--- config.mk ---
export PLATFORM = sky130hd
export DESIGN_NAME = peak_signal_monitor
export DESIGN_NICKNAME = d
export VERILOG_FILES = /design/src/hw/sigmon_pkg.sv /design/src/hw/sample_packer.sv /design/src/hw/peak_signal_monitor.sv
export VERILOG_INCLUDE_DIRS = /design/src /design/src/hw
export SDC_FILE = /design/constraint.sdc
export NUM_CORES = 1
export LEC_CHECK = 0
export ABC_AREA = 1
export BUFFER_PORTS_ARGS = -buffer_cell sky130_fd_sc_hd__buf_2
export CORE_ASPECT_RATIO = 0.6
export CORE_MARGIN = 10
export CORE_UTILIZATION = 45
export CTS_CLUSTER_SIZE = 10
export DETAILED_ROUTE_END_ITERATION = 10
export HOLD_SLACK_MARGIN = 0.15
export PLACE_DENSITY = 0.66
export SLEW_MARGIN = 10
export SYNTH_ARGS = -nofsm -noshare
export SYNTH_HDL_FRONTEND = slang
export SYNTH_HIERARCHICAL = 1
export SYNTH_SLANG_ARGS = --single-unit
--- constraint.sdc ---
create_clock -name clock_i -period 6.5 [get_ports clock_i]
set_clock_uncertainty 0.05 [all_clocks]
set_input_delay 0.325 -clock clock_i [delete_from_list [all_inputs] [get_ports clock_i]]
set_output_delay 0.325 -clock clock_i [all_outputs]
set_load 0.02 [all_outputs]
--- src/hw/sigmon_params.svh ---
`ifndef SIGMON_PARAMS_SVH
`define SIGMON_PARAMS_SVH

// control register locations kept for software reference
`define MON_CTRL_OFFSET     16'h0270
`define MON_EMBED_OFFSET    16'h0279
`define MON_EMBED_EN_OFFSET 16'h027A
`define MON_ENABLE_BIT      1

// field widths and frame layout
`define PEAK_W              13
`define PERIOD_W            24
`define SAMPLE_W            16
`define FRAME_LEN           25
`define SUBFRAME_LEN        5
`define FRAME_CNT_W         5
`define MAG_SHIFT           3

// reset values
`define PRBS_SEED           15'h7FFF
`define PEAK_RESET          13'h0000
`define TIMER_RESET         24'h000000

// link limits
`define MAX_CTRL_BITS       3
`define MIN_RES             7
`define MAX_K               32
`define K_STEP              4

`endif

--- src/hw/sigmon_pkg.sv ---
package sigmon_pkg;

  typedef enum logic [0:0] {
    MON_IDLE = 1'b0,
    MON_RUN  = 1'b1
  } mon_state_t;

  typedef enum logic [0:0] {
    TAIL_ZERO = 1'b0,
    TAIL_PRBS = 1'b1
  } tail_mode_t;

  typedef struct packed {
    mon_state_t  mode;
    logic [23:0] timer;
    logic [12:0] peak;
    logic        restart;
    logic [12:0] hold;
    logic [24:0] frame;
    logic [4:0]  bit_cnt;
    logic [14:0] prbs;
    logic [7:0]  lane0;
    logic [7:0]  lane1;
    logic [7:0]  lane2;
    logic [7:0]  lane3;
    logic        lane_valid;
    logic        cfg_ok;
    logic [7:0]  s_per;
    logic        hd;
  } mon_regs_t;

endpackage : sigmon_pkg

--- src/hw/sample_packer.sv ---
`timescale 1ns/10ps
`include "sigmon_params.svh"

module sample_packer (
  input  wire logic [15:0] sample_i,
  input  wire logic [4:0]  resolution_i,
  input  wire logic [4:0]  word_size_i,
  input  wire logic [1:0]  ctrl_bits_i,
  input  wire logic [2:0]  ctrl_val_i,
  input  wire logic [15:0] tail_val_i,
  output logic      [15:0] word_o
);

  // word is left-justified: sample, then control bits, then tail
  always_comb begin
    word_o = 16'h0000;
    for (int i = 0; i < `SAMPLE_W; i++) begin
      if (i < int'(resolution_i)) begin
        word_o[15 - i] = sample_i[15 - i];
      end else if (i < int'(resolution_i) + int'(ctrl_bits_i)) begin
        word_o[15 - i] = ctrl_val_i[2 - (i - int'(resolution_i))];
      end else if (i < int'(word_size_i)) begin
        word_o[15 - i] = tail_val_i[i];
      end
    end
  end

endmodule : sample_packer

--- src/hw/peak_signal_monitor.sv ---
`timescale 1ns/10ps
`include "sigmon_params.svh"
// How it works
// track sample magnitude only, report the largest per period as 13 bits
// observation period is one 24-bit count of converter output samples
// peak detection runs only while the monitor enable bit is set
// host writes the period setting before enabling detection
// enabling loads the period into a timer that counts down per sample
// hidden peak store starts from current magnitude, keeps the greater
// at timer count 1 the peak moves into the readable holding register
// after transfer the timer reloads and the store restarts on next sample
// embedding needs select bits 1:0 and the embed enable bit together
// up to three control bits, filled from the most significant downward
// 25-bit frame, msb first, five 5-bit subframes each with start bit
// receiver deserialises control bits and matches link parameters
// two converters, or up to eight virtual ones, over 1 to 8 lanes
// lanes, converters 1,2,4,8; octets per frame 1,2,4,8,16
// word 8 or 16, resolution 7..16, control bits 0..3, K 4..32 by 4
// control words per frame zero; S and HD derived from L, M, F, N'
// default converter A on lanes 0,1 and B on lanes 2,3
// 14-bit sample: bits 13..6 first octet, 5..0 plus tail second
// tail bits zero or pseudorandom, or replaced by control flags
// tail bit count is word size less resolution less control bits
// holding register changes only when a period completes
// frame shifts one bit per sample, next frame after all 25 bits

module peak_signal_monitor (
  input  wire logic                    clock_i,
  input  wire logic                    nrst_i,
  input  wire logic                    sample_valid_i,
  input  wire logic [15:0]             sample_a_i,
  input  wire logic [15:0]             sample_b_i,
  input  wire logic [23:0]             monitor_period_setting_i,
  input  wire logic                    peak_enable_i,
  input  wire logic [1:0]              embed_select_i,
  input  wire logic                    embed_enable_i,
  input  wire logic [3:0]              lanes_i,
  input  wire logic [3:0]              converters_i,
  input  wire logic [4:0]              octets_i,
  input  wire logic [4:0]              word_size_i,
  input  wire logic [4:0]              resolution_i,
  input  wire logic [1:0]              ctrl_bits_i,
  input  wire logic [5:0]              frames_per_mf_i,
  input  wire sigmon_pkg::tail_mode_t  tail_mode_i,
  input  wire logic                    swap_ab_i,
  input  wire logic                    overrange_a_i,
  input  wire logic                    overrange_b_i,
  input  wire logic                    sysref_seen_i,
  input  wire logic                    fast_detect_a_i,
  input  wire logic                    fast_detect_b_i,
  output logic      [12:0]             hold_o,
  output logic      [7:0]              serial_lane_out_0_o,
  output logic      [7:0]              serial_lane_out_1_o,
  output logic      [7:0]              serial_lane_out_2_o,
  output logic      [7:0]              serial_lane_out_3_o,
  output logic                         lane_valid_o,
  output logic                         cfg_ok_o,
  output logic      [7:0]              s_per_o,
  output logic                         hd_o
);
  import sigmon_pkg::*;

  mon_regs_t   s;
  mon_regs_t   next_s;
  logic [12:0] mag;
  logic [12:0] cand;
  logic [23:0] reload_val;
  logic        running;
  logic        xfer;
  logic        embed;
  logic        frame_load;
  logic [24:0] new_frame;
  logic        mon_bit;
  logic [15:0] word_a;
  logic [15:0] word_b;
  logic [15:0] tail_val;

  // log2 of a power of two up to 16, flags non powers
  function automatic logic [3:0] lg2(input logic [4:0] v);
    unique case (v)
      5'h01:   lg2 = 4'h0;
      5'h02:   lg2 = 4'h1;
      5'h04:   lg2 = 4'h2;
      5'h08:   lg2 = 4'h3;
      5'h10:   lg2 = 4'h4;
      default: lg2 = 4'hF;
    endcase
  endfunction : lg2

  function automatic logic [12:0] magnitude(input logic [15:0] smp);
    logic [16:0] wide;
    wide = smp[15] ? (17'h00000 - {smp[15], smp}) : {1'b0, smp};
    magnitude = wide[15:3];
  endfunction : magnitude

  function automatic logic [12:0] max13(input logic [12:0] a, input logic [12:0] b);
    max13 = (a > b) ? a : b;
  endfunction : max13

  // five subframes: start bit then four payload bits, msb first
  function automatic logic [24:0] build_frame(input logic [12:0] pk);
    logic [19:0] pay;
    pay = {7'h00, pk};
    build_frame = '0;
    for (int i = 0; i < 5; i++) begin
      build_frame[24 - 5 * i -: 5] = {1'b1, pay[19 - 4 * i -: 4]};
    end
  endfunction : build_frame

  assign mag        = magnitude(sample_a_i);
  assign cand       = s.restart ? mag : max13(s.peak, mag);
  assign reload_val = (monitor_period_setting_i == 24'h000000) ? 24'h000001
                    : monitor_period_setting_i;
  assign running    = (s.mode == MON_RUN) && peak_enable_i;
  assign xfer       = running && sample_valid_i && (s.timer == 24'h000001);
  assign embed      = (embed_select_i == 2'b11) && embed_enable_i;
  assign frame_load = embed && sample_valid_i && (s.bit_cnt <= 5'h01);
  assign new_frame  = build_frame(s.hold);
  assign mon_bit    = (s.bit_cnt != 5'h00) ? s.frame[24] : 1'b0;
  assign tail_val   = (tail_mode_i == TAIL_PRBS) ? {s.prbs, s.prbs[14]} : 16'h0000;

  sample_packer pack_a (
    .sample_i     (sample_a_i),
    .resolution_i (resolution_i),
    .word_size_i  (word_size_i),
    .ctrl_bits_i  (ctrl_bits_i),
    .ctrl_val_i   ({embed ? mon_bit : overrange_a_i, sysref_seen_i, fast_detect_a_i}),
    .tail_val_i   (tail_val),
    .word_o       (word_a)
  );

  sample_packer pack_b (
    .sample_i     (sample_b_i),
    .resolution_i (resolution_i),
    .word_size_i  (word_size_i),
    .ctrl_bits_i  (ctrl_bits_i),
    .ctrl_val_i   ({embed ? mon_bit : overrange_b_i, sysref_seen_i, fast_detect_b_i}),
    .tail_val_i   (tail_val),
    .word_o       (word_b)
  );

  always_comb begin
    logic [3:0] l2l;
    logic [3:0] l2m;
    logic [3:0] l2f;
    logic [3:0] l2n;
    logic [5:0] num;
    logic [5:0] den;
    l2l    = lg2({1'b0, lanes_i});
    l2m    = lg2({1'b0, converters_i});
    l2f    = lg2(octets_i);
    l2n    = lg2(word_size_i);
    num    = 6'(l2f) + 6'(l2l) + 6'h03;
    den    = 6'(l2m) + 6'(l2n);
    next_s = s;

    // monitor timer and peak store
    if (!peak_enable_i) begin
      next_s.mode    = MON_IDLE;
      next_s.restart = 1'b1;
    end else if (sample_valid_i) begin
      if (s.mode == MON_IDLE) begin
        next_s.mode    = MON_RUN;
        next_s.timer   = reload_val;
        next_s.peak    = mag;
        next_s.restart = 1'b0;
      end else if (xfer) begin
        next_s.hold    = cand;
        next_s.timer   = reload_val;
        next_s.restart = 1'b1;
      end else begin
        next_s.timer   = s.timer - 24'h000001;
        next_s.peak    = cand;
        next_s.restart = 1'b0;
      end
    end

    // serial monitor frame, one bit per sample
    if (!embed) begin
      next_s.bit_cnt = 5'h00;
    end else if (frame_load) begin
      next_s.frame   = new_frame;
      next_s.bit_cnt = 5'(`FRAME_LEN);
    end else if (sample_valid_i) begin
      next_s.frame   = {s.frame[23:0], 1'b0};
      next_s.bit_cnt = s.bit_cnt - 5'h01;
    end

    // tail sequence and lane octets
    if (sample_valid_i) begin
      next_s.prbs       = {s.prbs[13:0], s.prbs[14] ^ s.prbs[13]};
      next_s.lane0      = swap_ab_i ? word_b[15:8] : word_a[15:8];
      next_s.lane1      = swap_ab_i ? word_b[7:0]  : word_a[7:0];
      next_s.lane2      = swap_ab_i ? word_a[15:8] : word_b[15:8];
      next_s.lane3      = swap_ab_i ? word_a[7:0]  : word_b[7:0];
    end
    next_s.lane_valid = sample_valid_i;

    // link parameter check and derived values
    next_s.cfg_ok = (l2l <= 4'h3) && (l2m <= 4'h3) && (l2f <= 4'h4)
                  && ((word_size_i == 5'h08) || (word_size_i == 5'h10))
                  && (resolution_i >= 5'(`MIN_RES))
                  && (6'(resolution_i) + 6'(ctrl_bits_i) <= 6'(word_size_i))
                  && (frames_per_mf_i[1:0] == 2'b00)
                  && (frames_per_mf_i != 6'h00)
                  && (frames_per_mf_i <= 6'(`MAX_K))
                  && (num >= den);
    next_s.s_per  = (num >= den) ? (8'h01 << 3'(num - den)) : 8'h00;
    next_s.hd     = (6'(l2f) + 6'h03 < 6'(l2n));
  end

  always_ff @(posedge clock_i) begin
    if (!nrst_i) begin
      s            <= '0;
      s.mode       <= MON_IDLE;
      s.timer      <= `TIMER_RESET;
      s.peak       <= `PEAK_RESET;
      s.hold       <= `PEAK_RESET;
      s.restart    <= 1'b1;
      s.prbs       <= `PRBS_SEED;
    end else begin
      s <= next_s;
    end
  end

  assign hold_o              = s.hold;
  assign serial_lane_out_0_o = s.lane0;
  assign serial_lane_out_1_o = s.lane1;
  assign serial_lane_out_2_o = s.lane2;
  assign serial_lane_out_3_o = s.lane3;
  assign lane_valid_o        = s.lane_valid;
  assign cfg_ok_o            = s.cfg_ok;
  assign s_per_o             = s.s_per;
  assign hd_o                = s.hd;
endmodule : peak_signal_monitor

# After elaboration in Yosys (flattened, before gate mapping)
# Cells that the tools add are included.
[op_classes]
addsub = 42
magnitude_cmp = 74
n_eq_ne = 21
shift = 1
muxes = 198
bitwise = 3
reduce_logical = 29
[op_table]
columns = ["cell", "n"]
rows = [
  ["$lt A32 B4 Y1 const B", 16],
  ["$sub A3 B32 Y32 const A", 16],
  ["$lt A5 B32 Y1 const A", 8],
  ["$mux W1", 148],
  ["$lt A4 B32 Y1 const A", 4],
  ["$lt A4 B5 Y1 const A", 16],
  ["$bmux W1 S2", 32],
  ["$lt A3 B32 Y1 const A", 2],
  ["$mux W30", 2],
  ["$mux W24", 2],
  ["$sub A4 B5 Y6 const A", 8],
  ["$lt A3 B5 Y1 const A", 8],
  ["$pmux W4 S5", 2],
  ["$mux W13", 3],
  ["$mux W38", 1],
  ["$lt A1 B32 Y1 const A", 1],
  ["$lt A2 B32 Y1 const A", 1],
  ["$mux W16", 2],
  ["$mux W8", 4],
  ["$pmux W4 S4", 2],
  ["$eq A24 B1 Y1 const B", 1],
  ["$logic_not A24 Y1", 1],
  ["$sub A24 B1 Y24 const B", 1],
  ["$sub A3 B5 Y6 const A", 4],
  ["44 further kinds", 83],
]
[totals]
reg_bits = 140
input_bits = 101

# Depth between registers and ports, before layout
# Gate-level depths: netlist (run 1).
[logic_depth]
depth_word = 12
mapped_depth = 22

# Modules after synthesis
# Netlist (run 1), hierarchy kept.
[modules_own_cells]
columns = ["mod", "instances", "cells_each", "area_per_inst_um2"]
rows = [
  ["peak_signal_monitor", 1, 1382, 9059.9],
  ["sample_packer", 2, 253, 1223.7],
]

# Worst setup path after synthesis (run 1)
# No wires, ideal clock.
[synth_timing]
kind = "input to register"
start = "input port octets_i[1]"
end = "register s, in the netlist s_per_o[4]"
setup_time_ns = 0.114
t_arrival_ns = 2.971
required_ns = 6.336
setup_slack_ns = 3.364
cell_stages = 19
path_cell_list = "nor2_1 nand2_1 a21oi_1 nor2_1 nand3_1 inv_1 nor2_1 ha_1 inv_1 ha_1 fa_1 ha_1 a21oi_1 nand2_1 a21o_1 a21oi_1 a21oi_1 nand2_1 nor2_1"
[synth_via]
elab_chain_len = 6
word_cells_on_any_way = 12
[synth_lines]
columns = ["item", "line_no", "source"]
rows = [
  ["start, declared", "peak_signal_monitor.sv:39", "input wire logic [4:0] octets_i,"],
  ["$eq A5 B5 Y1, or another cell as far along", "peak_signal_monitor.sv:80", "unique case (v)"],
  ["$pmux W4 S5 *", "peak_signal_monitor.sv:80", ""],
  ["$add A4 B4 Y5 *", "peak_signal_monitor.sv:153", "num = 6'(l2f) + 6'(l2l) + 6'h03;"],
  ["$add A5 B2 Y6 *", "peak_signal_monitor.sv:153", ""],
  ["$ge A6 B5 Y1 / $sub A3 B3 Y3 (equally long branches)", "peak_signal_monitor.sv:208", "next_s.s_per = (num >= den) ? (8'h01 << 3'(num - den)) : 8'h00;"],
  ["$reduce_and A2 Y1 (no line) / $shl A1 B3 Y8 (equally long branches)", "n/a", ""],
  ["end signal, assigned", "peak_signal_monitor.sv:222", "s <= next_s;"],
  ["end, declared", "peak_signal_monitor.sv:63", "mon_regs_t s;"],
]
# Every way passes the cells marked *; elsewhere a longest branch is shown, timed or not.
# A chain may end at the register's enable or synchronous reset.

# Final worst setup path (run 1)
[layout_timing]
start = "input port octets_i[3]"
end = "register s, in the netlist s_per_o[3]"
# The elaborated chain is that of the path after synthesis.

==> results of run 1 <==
-- critical path, cell delays in order --
cell and delay [ns]:
buf_2 0.11, nor2_1 0.19, nand3_1 0.21, nand3_1 0.24, inv_1 0.12, nor2_1 0.21
ha_1 0.27, inv_1 0.06, ha_1 0.18, fa_1 0.43, ha_1 0.35, nand3_1 0.09
nand2_1 0.08, a21o_1 0.10, a21oi_1 0.05, a21oi_1 0.35, nand2_1 0.18, nor2_1 0.14
-- final timing paths --
kind,from,end,slack (ns),cells after the start
hold reg to reg,s[82]$_SDFFE_PN0P_,s[83]$_SDFFE_PN0P_,0.41,2
setup reg to reg,s[139]$_SDFFE_PN0P_,s[121]$_SDFFE_PN0P_,3.78,9
setup / recovery,octets_i[3],s_per_o[3]$_SDFF_PP0_,3.14,18
hold / removal,monitor_period_setting_i[13],s[128]$_SDFFE_PN0P_,0.17,5
-- per-layer routing --
metal	part of all wire [%]	routed length [um]	vias to the layer above	global-route usage, %
met4	1.2	454	0	4.78
met1	49	18900	5656	34.4
met5	0	0	-	0
met2	39	15000	455	32.1
li1	-	-	6192	-
met3	11	4350	29	8.24
-- report_power, final --
| part | total (mW) | switching (mW) | internal [mW] |
|---|---|---|---|
| logic | 0.790 | 0.536 | 0.254 |
| registers | 0.949 | 0.0394 | 0.909 |
| clock network | 1.02 | 0.408 | 0.608 |
| total | 2.75 | 0.984 | 1.77 |
-- synth_stat cells (all sizes together) --
cell	n
nand2	531
inv	262
nand3	169
a21oi	163
nor2	155
dfxtp	140
o21ai	134
buf	72
ha	52
clkbuf	50
nand4	32
o211ai	26
xor2	26
nor3	18
nand3b	16
xnor2	14
a31oi	7
fa	6
nor4	3
o22ai	3
a21boi	2
clkinv	2
a211oi	1
a21o	1
and2	1
conb	1
nor3b	1
-- what timing repair did --
action	4_1_cts	5_1_grt
endpoints found under the hold margin	10	0
hold buffers	10	0
endpoints found under the setup margin	0	0
-- state kept, by name, indices dropped and copies added (netlist names) --
register	count
serial_lane_out_1_o	8
hd_o	1
s	84
cfg_ok_o	1
serial_lane_out_3_o	8
serial_lane_out_0_o	8
lane_valid_o	1
serial_lane_out_2_o	8
hold_o	13
s_per_o	8
-- per-stage QoR --
step / cell area (um^2) / hold slack (ns) / power (mW) / std cells
floorplan: 11500 / 0.386 / 1.52 / 1888
global placement: 12000 / 0.399 / 1.72 / 2258
detailed placement: 12000 / 0.401 / 1.73 / 2258
CTS: 12700 / 0.154 / 2.75 / 2300
global route: 12700 / 0.163 / 2.91 / 2301
finish: 12700 / 0.166 / 2.75 / 2301
-- cell type report --
class	count	area (um^2)
multi-input combinational	1362	6950
fill	2717	12500
clock inverter	12	164
sequential	140	2800
clock buffer	20	437
timing repair buffer	173	933
tap	329	412
antenna	1	2.50
inverter	264	993
-- logic make-up after synthesis --
logic type	after synthesis
simple gates	926
buf+inv	386
compound gates	337
flops	140
fa+ha+maj	58
xor+xnor	40
other cells	1
==> results by group, run 1 <==
Timing
  • Final hold vios: 0
  • Worst Max-Slew Pin Slew: 0.941 ns
  • Fin Setup TNS: 0 ns
  • Worst setup margin: 3.14 ns
  • Max transition margin: 37.2%
  • Fmax achieved: 298 MHz
  • Tcrit/Tclk final: 51.6%
  • RSZ-0062 raised after global routing: false
  • Fin crit period: 3.36 ns
  • Final setup viols: 0
  • Fin. max-slew vios: 0

Synthesis
  • Synth Area per Inst: 6.09 um^2
  • Distinct cells, synth: 43
  • Combinational family with the most area after synthesis: simple AND/OR/NAND/NOR gates
  • Simple-gate share of the synthesized area: 35.1%
  • Compound-gate portion of the synthesized area: 15.5%
  • Syn nets: 2,047
  • Sequential share of the synthesized area: 24.4%
  • Mux contribution to synthesized area: 0%
  • Share of the synthesized area in the top cell type: 24.4%
  • #FFs+latches synth: 140
  • Post-Syn Area: 11,500 um^2
  • Cells after synthesis: 1,888
  • Synth area leaders: dfxtp_1 24%, nand2_1 17%, inv_1 8.1%
  • Ys Warns: 6
  • Synth area leader: dfxtp_1
  • Synth Area in XOR/XNOR: 3.04%
  • Synthesized-area fraction occupied by adder cells: 6.70%

Floorplanning
  • I/O Pins: 157
  • Initial Util: 45.6%
  • Die Area: 32,600 um^2
  • Horiz. Die Dim: 226 um
  • Site row count: 45
  • Die H: 144 um
  • Core area: 25,200 um^2

Final layout
  • Final core occ: 50.3%
  • Layout cell share with drive strength beyond 1: 12.4%
  • Net count reported at finish: 2,117
  • Commonest cells after routing, fill and taps aside: 513 x nand2_1, 249 x inv_1, 163 x a21oi_1
  • Most common cell after layout, fill and taps aside: nand2_1
  • Area grow syn2layout: 10.4%

Clocking
  • Number of gates resized after cts: 0
  • CTS Buf Count: 17
  • H-tree depth: 4
  • Clk_lat worst skew: 0.44 ns
  • Clock slew at reported path FFs: 0.06 ns
  • Clk root buf: clkbuf_16
  • Max Buffers Root-to-Sink: 2
  • CTS Sinks: 140
  • CTS tree: yes
  • Setup repair bufs after CTS: 0

Job
  • Max_cap viols: 0

GRT
  • Largest net degree at the start of global routing: 95
  • First-pass GRT wire length: 60,600 um
  • Gr ovfl total: 0
  • Vias in the first global route: 11,000
  • Total global-route track usage: 23.6%
  • Initial antenna violation count: 1

Critical path
  • CP Capture Type: flop
  • Crit path required time: 6.82 ns
  • WS Path Type: input port to flop
  • WP data arrival: 3.67 ns
  • CP Launch Type: input port
  • CP max FO: 5

Route
  • Vias: 12,300
  • Post-route DRC: 0
  • Initial DRC Count: 1,221
  • Wire per inst: 16.8 um
  • Vias per cell: 5.36
  • Total iterations of the first detailed-routing run: 6
  • Post-route ant nets: 0
  • Total Wirelength: 38,700 um

Min path
  • Worst hold path class: input port to flop

Power
  • Worst VDD drop: 0.000143 V
  • Leak Pwr: 6.59 nW
  • Pwr/cell area: 217 nW/um^2

Placed design
  • Final GP Congestion: 1.00
  • DP Worst Slack: 2.72 ns
  • HPWL after DPL: 30,000 um
  • Port-buffer cells: 156

Outcome
  • Outcome: finished clean
No activity file was read; power rests on OpenSTA's default activity.
==> run 2, diff against run 1 <==
==> constraint.sdc (replaced) <==
create_clock -name clock_i -period 3.1 [get_ports clock_i]
set_clock_uncertainty 0.05 [all_clocks]
set_input_delay 0.155 -clock clock_i [delete_from_list [all_inputs] [get_ports clock_i]]
set_output_delay 0.155 -clock clock_i [all_outputs]
set_load 0.02 [all_outputs]
==> results by group, run 2 (synthesis results as in run 1) <==
Outcome
  • Outcome: finished clean

Critical path
  • Crit-path cells: dlygate4sd3_1, buf_2, nand2_4, inv_6, nand2_2, nor2_4, nand4_4, nand2_8, inv_2, nand2_1, nand3_1, a21oi_1, dlygate4sd3_1
  • CP most frequent cell: dlygate4sd3_1
  • Crit path max-delay cell type: dlygate4sd3_1
  • WP data arrival: 3.22 ns
  • CP Launch Type: input port
  • CP max FO: 33
  • Crit path required time: 3.42 ns
  • WS Path Type: input port to flop
  • Max incr delay on CP: 0.56 ns
  • Delay-heaviest family, CP: buffers and inverters
  • CP bufs+invs: 5
  • CP Capture Type: flop

Timing
  • Tcrit/Tclk final: 93.5%
  • Worst Max-Slew Pin Slew: 0.962 ns
  • Fmax achieved: 345 MHz
  • Max transition margin: 35.8%
  • Final setup viols: 0
  • Fin crit period: 2.90 ns
  • Final hold slack: 0.185 ns
  • Worst setup margin: 0.200 ns
  • Fin. max-slew vios: 0
  • RSZ-0062 raised after global routing: false
  • Final hold vios: 0

Placed design
  • Final GP Congestion: 0.990
  • HPWL after DPL: 29,700 um
  • DP Worst Slack: -0.257 ns
  • Port-buffer cells: 156
  • Placed Instances: 2,289

Clocking
  • H-tree depth: 4
  • Max Buffers Root-to-Sink: 2
  • CTS tree: yes
  • Clk root buf: clkbuf_16
  • Setup repair bufs after CTS: 0
  • Clk_lat worst skew: 0.43 ns
  • Clock slew at reported path FFs: 0.06 ns
  • CTS Buf Count: 17
  • CTS Sinks: 140

Route
  • Post-route DRC: 0
  • Post-route ant nets: 0
  • Total Wirelength: 39,100 um
  • Initial DRC Count: 1,393
  • Vias per cell: 5.30
  • Wire per inst: 16.5 um
  • Vias: 12,500
  • Total iterations of the first detailed-routing run: 6

GRT
  • Met3 track demand over resource: 7.45%
  • GR Util met1: 34.7%
  • Vias in the first global route: 11,300
  • Gr ovfl total: 0
  • First-pass GRT wire length: 61,100 um
  • Initial antenna violation count: 2
  • Largest net degree at the start of global routing: 94
  • GR peak layer: met1
  • Total global-route track usage: 23.6%
  • Grt met2 use: 32.2%

Final layout
  • Final core occ: 52.7%
  • Largest register FFs: 84
  • Net count reported at finish: 2,186
  • Commonest cells after routing, fill and taps aside: 513 x nand2_1, 249 x inv_1, 162 x a21oi_1
  • Area grow syn2layout: 15.6%
  • Footprint of the multi-input gates: 6970 um^2
  • Most flop-heavy register: s
  • Layout cell share with drive strength beyond 1: 13.6%
  • Register area: 2800 um^2
  • Most common cell after layout, fill and taps aside: nand2_1
  • Post-Layout Cell Count: 2,368
  • Fillers: 2,574

Floorplanning
  • I/O Pins: 157
  • Initial Util: 45.6%
  • Site row count: 45
  • Die Area: 32,600 um^2
  • Die H: 144 um
  • Core area: 25,200 um^2
  • Horiz. Die Dim: 226 um

Power
  • Leak Pwr: 6.90 nW
  • Pwr/cell area: 433 nW/um^2
  • Worst VDD drop: 0.000329 V

Min path
  • Worst hold path class: input port to flop

Job
  • Max_cap viols: 0
[run 2: worst register-to-register path: stages, from the launching register on]
cell,delay [ns]
dfxtp_1,0.36
nor2_1,0.27
nand2_1,0.16
nor2_1,0.25
nand4_4,0.37
nand2_8,0.28
inv_2,0.19
nand2_1,0.10
nand3_1,0.07
a21oi_1,0.13
dlygate4sd3_1,0.56
[run 2: what timing repair did]
action,4_1_cts,5_1_grt
hold endpoints to repair,52,0
gates resized for setup,0,3
setup endpoints to repair,0,14
hold buffers,48,0
[run 2: layout make-up]
class                      count  area share [%]
tap                          329            3.10
clock inverter                10           0.894
sequential                   140            21.1
timing repair buffer         242            11.6
multi-input combinational   1362            52.4
clock buffer                  19            3.41
antenna                        2          0.0376
inverter                     264            7.49
[run 2: power breakdown]
group / switching, mW / leakage (nW) / total, mW / internal, mW
registers: 0.0771 / 1.15 / 1.98 / 1.91
logic: 1.14 / 5.48 / 1.74 / 0.599
clock network: 0.828 / 0.273 / 2.04 / 1.21
total: 2.04 / 6.90 / 5.76 / 3.72
[run 2: per-layer routing]
metal  part of all wire [%]  wire length, um  vias up
met5                      0                0        -
met4                    1.2              452        0
met3                     11             4410       32
met2                     39            15400      512
met1                     48            18800     5690
li1                       -                -     6313
[run 2: final timing paths]
kind / startpoint / endpoint / slack (ns) / cells past startpoint
max: peak_enable_i / s[115]$_SDFFE_PN0P_ / 0.20 / 13
min reg2reg: s[83]$_SDFFE_PN0P_ / s[84]$_SDFFE_PN0P_ / 0.41 / 2
min: sample_b_i[1] / serial_lane_out_3_o[1]$_SDFFE_PN0P_ / 0.18 / 5
max reg2reg: s[117]$_SDFFE_PN0P_ / s[115]$_SDFFE_PN0P_ / 0.25 / 10
[run 2: per-stage QoR]
step	setup TNS (ns)	area (um^2)	power [mW]
floorplan	0	11500	3.19
global placement	-1.50	12200	3.64
detailed placement	-1.98	12200	3.66
CTS	0	13300	5.76
global route	0	13300	6.10
finish	0	13300	5.76
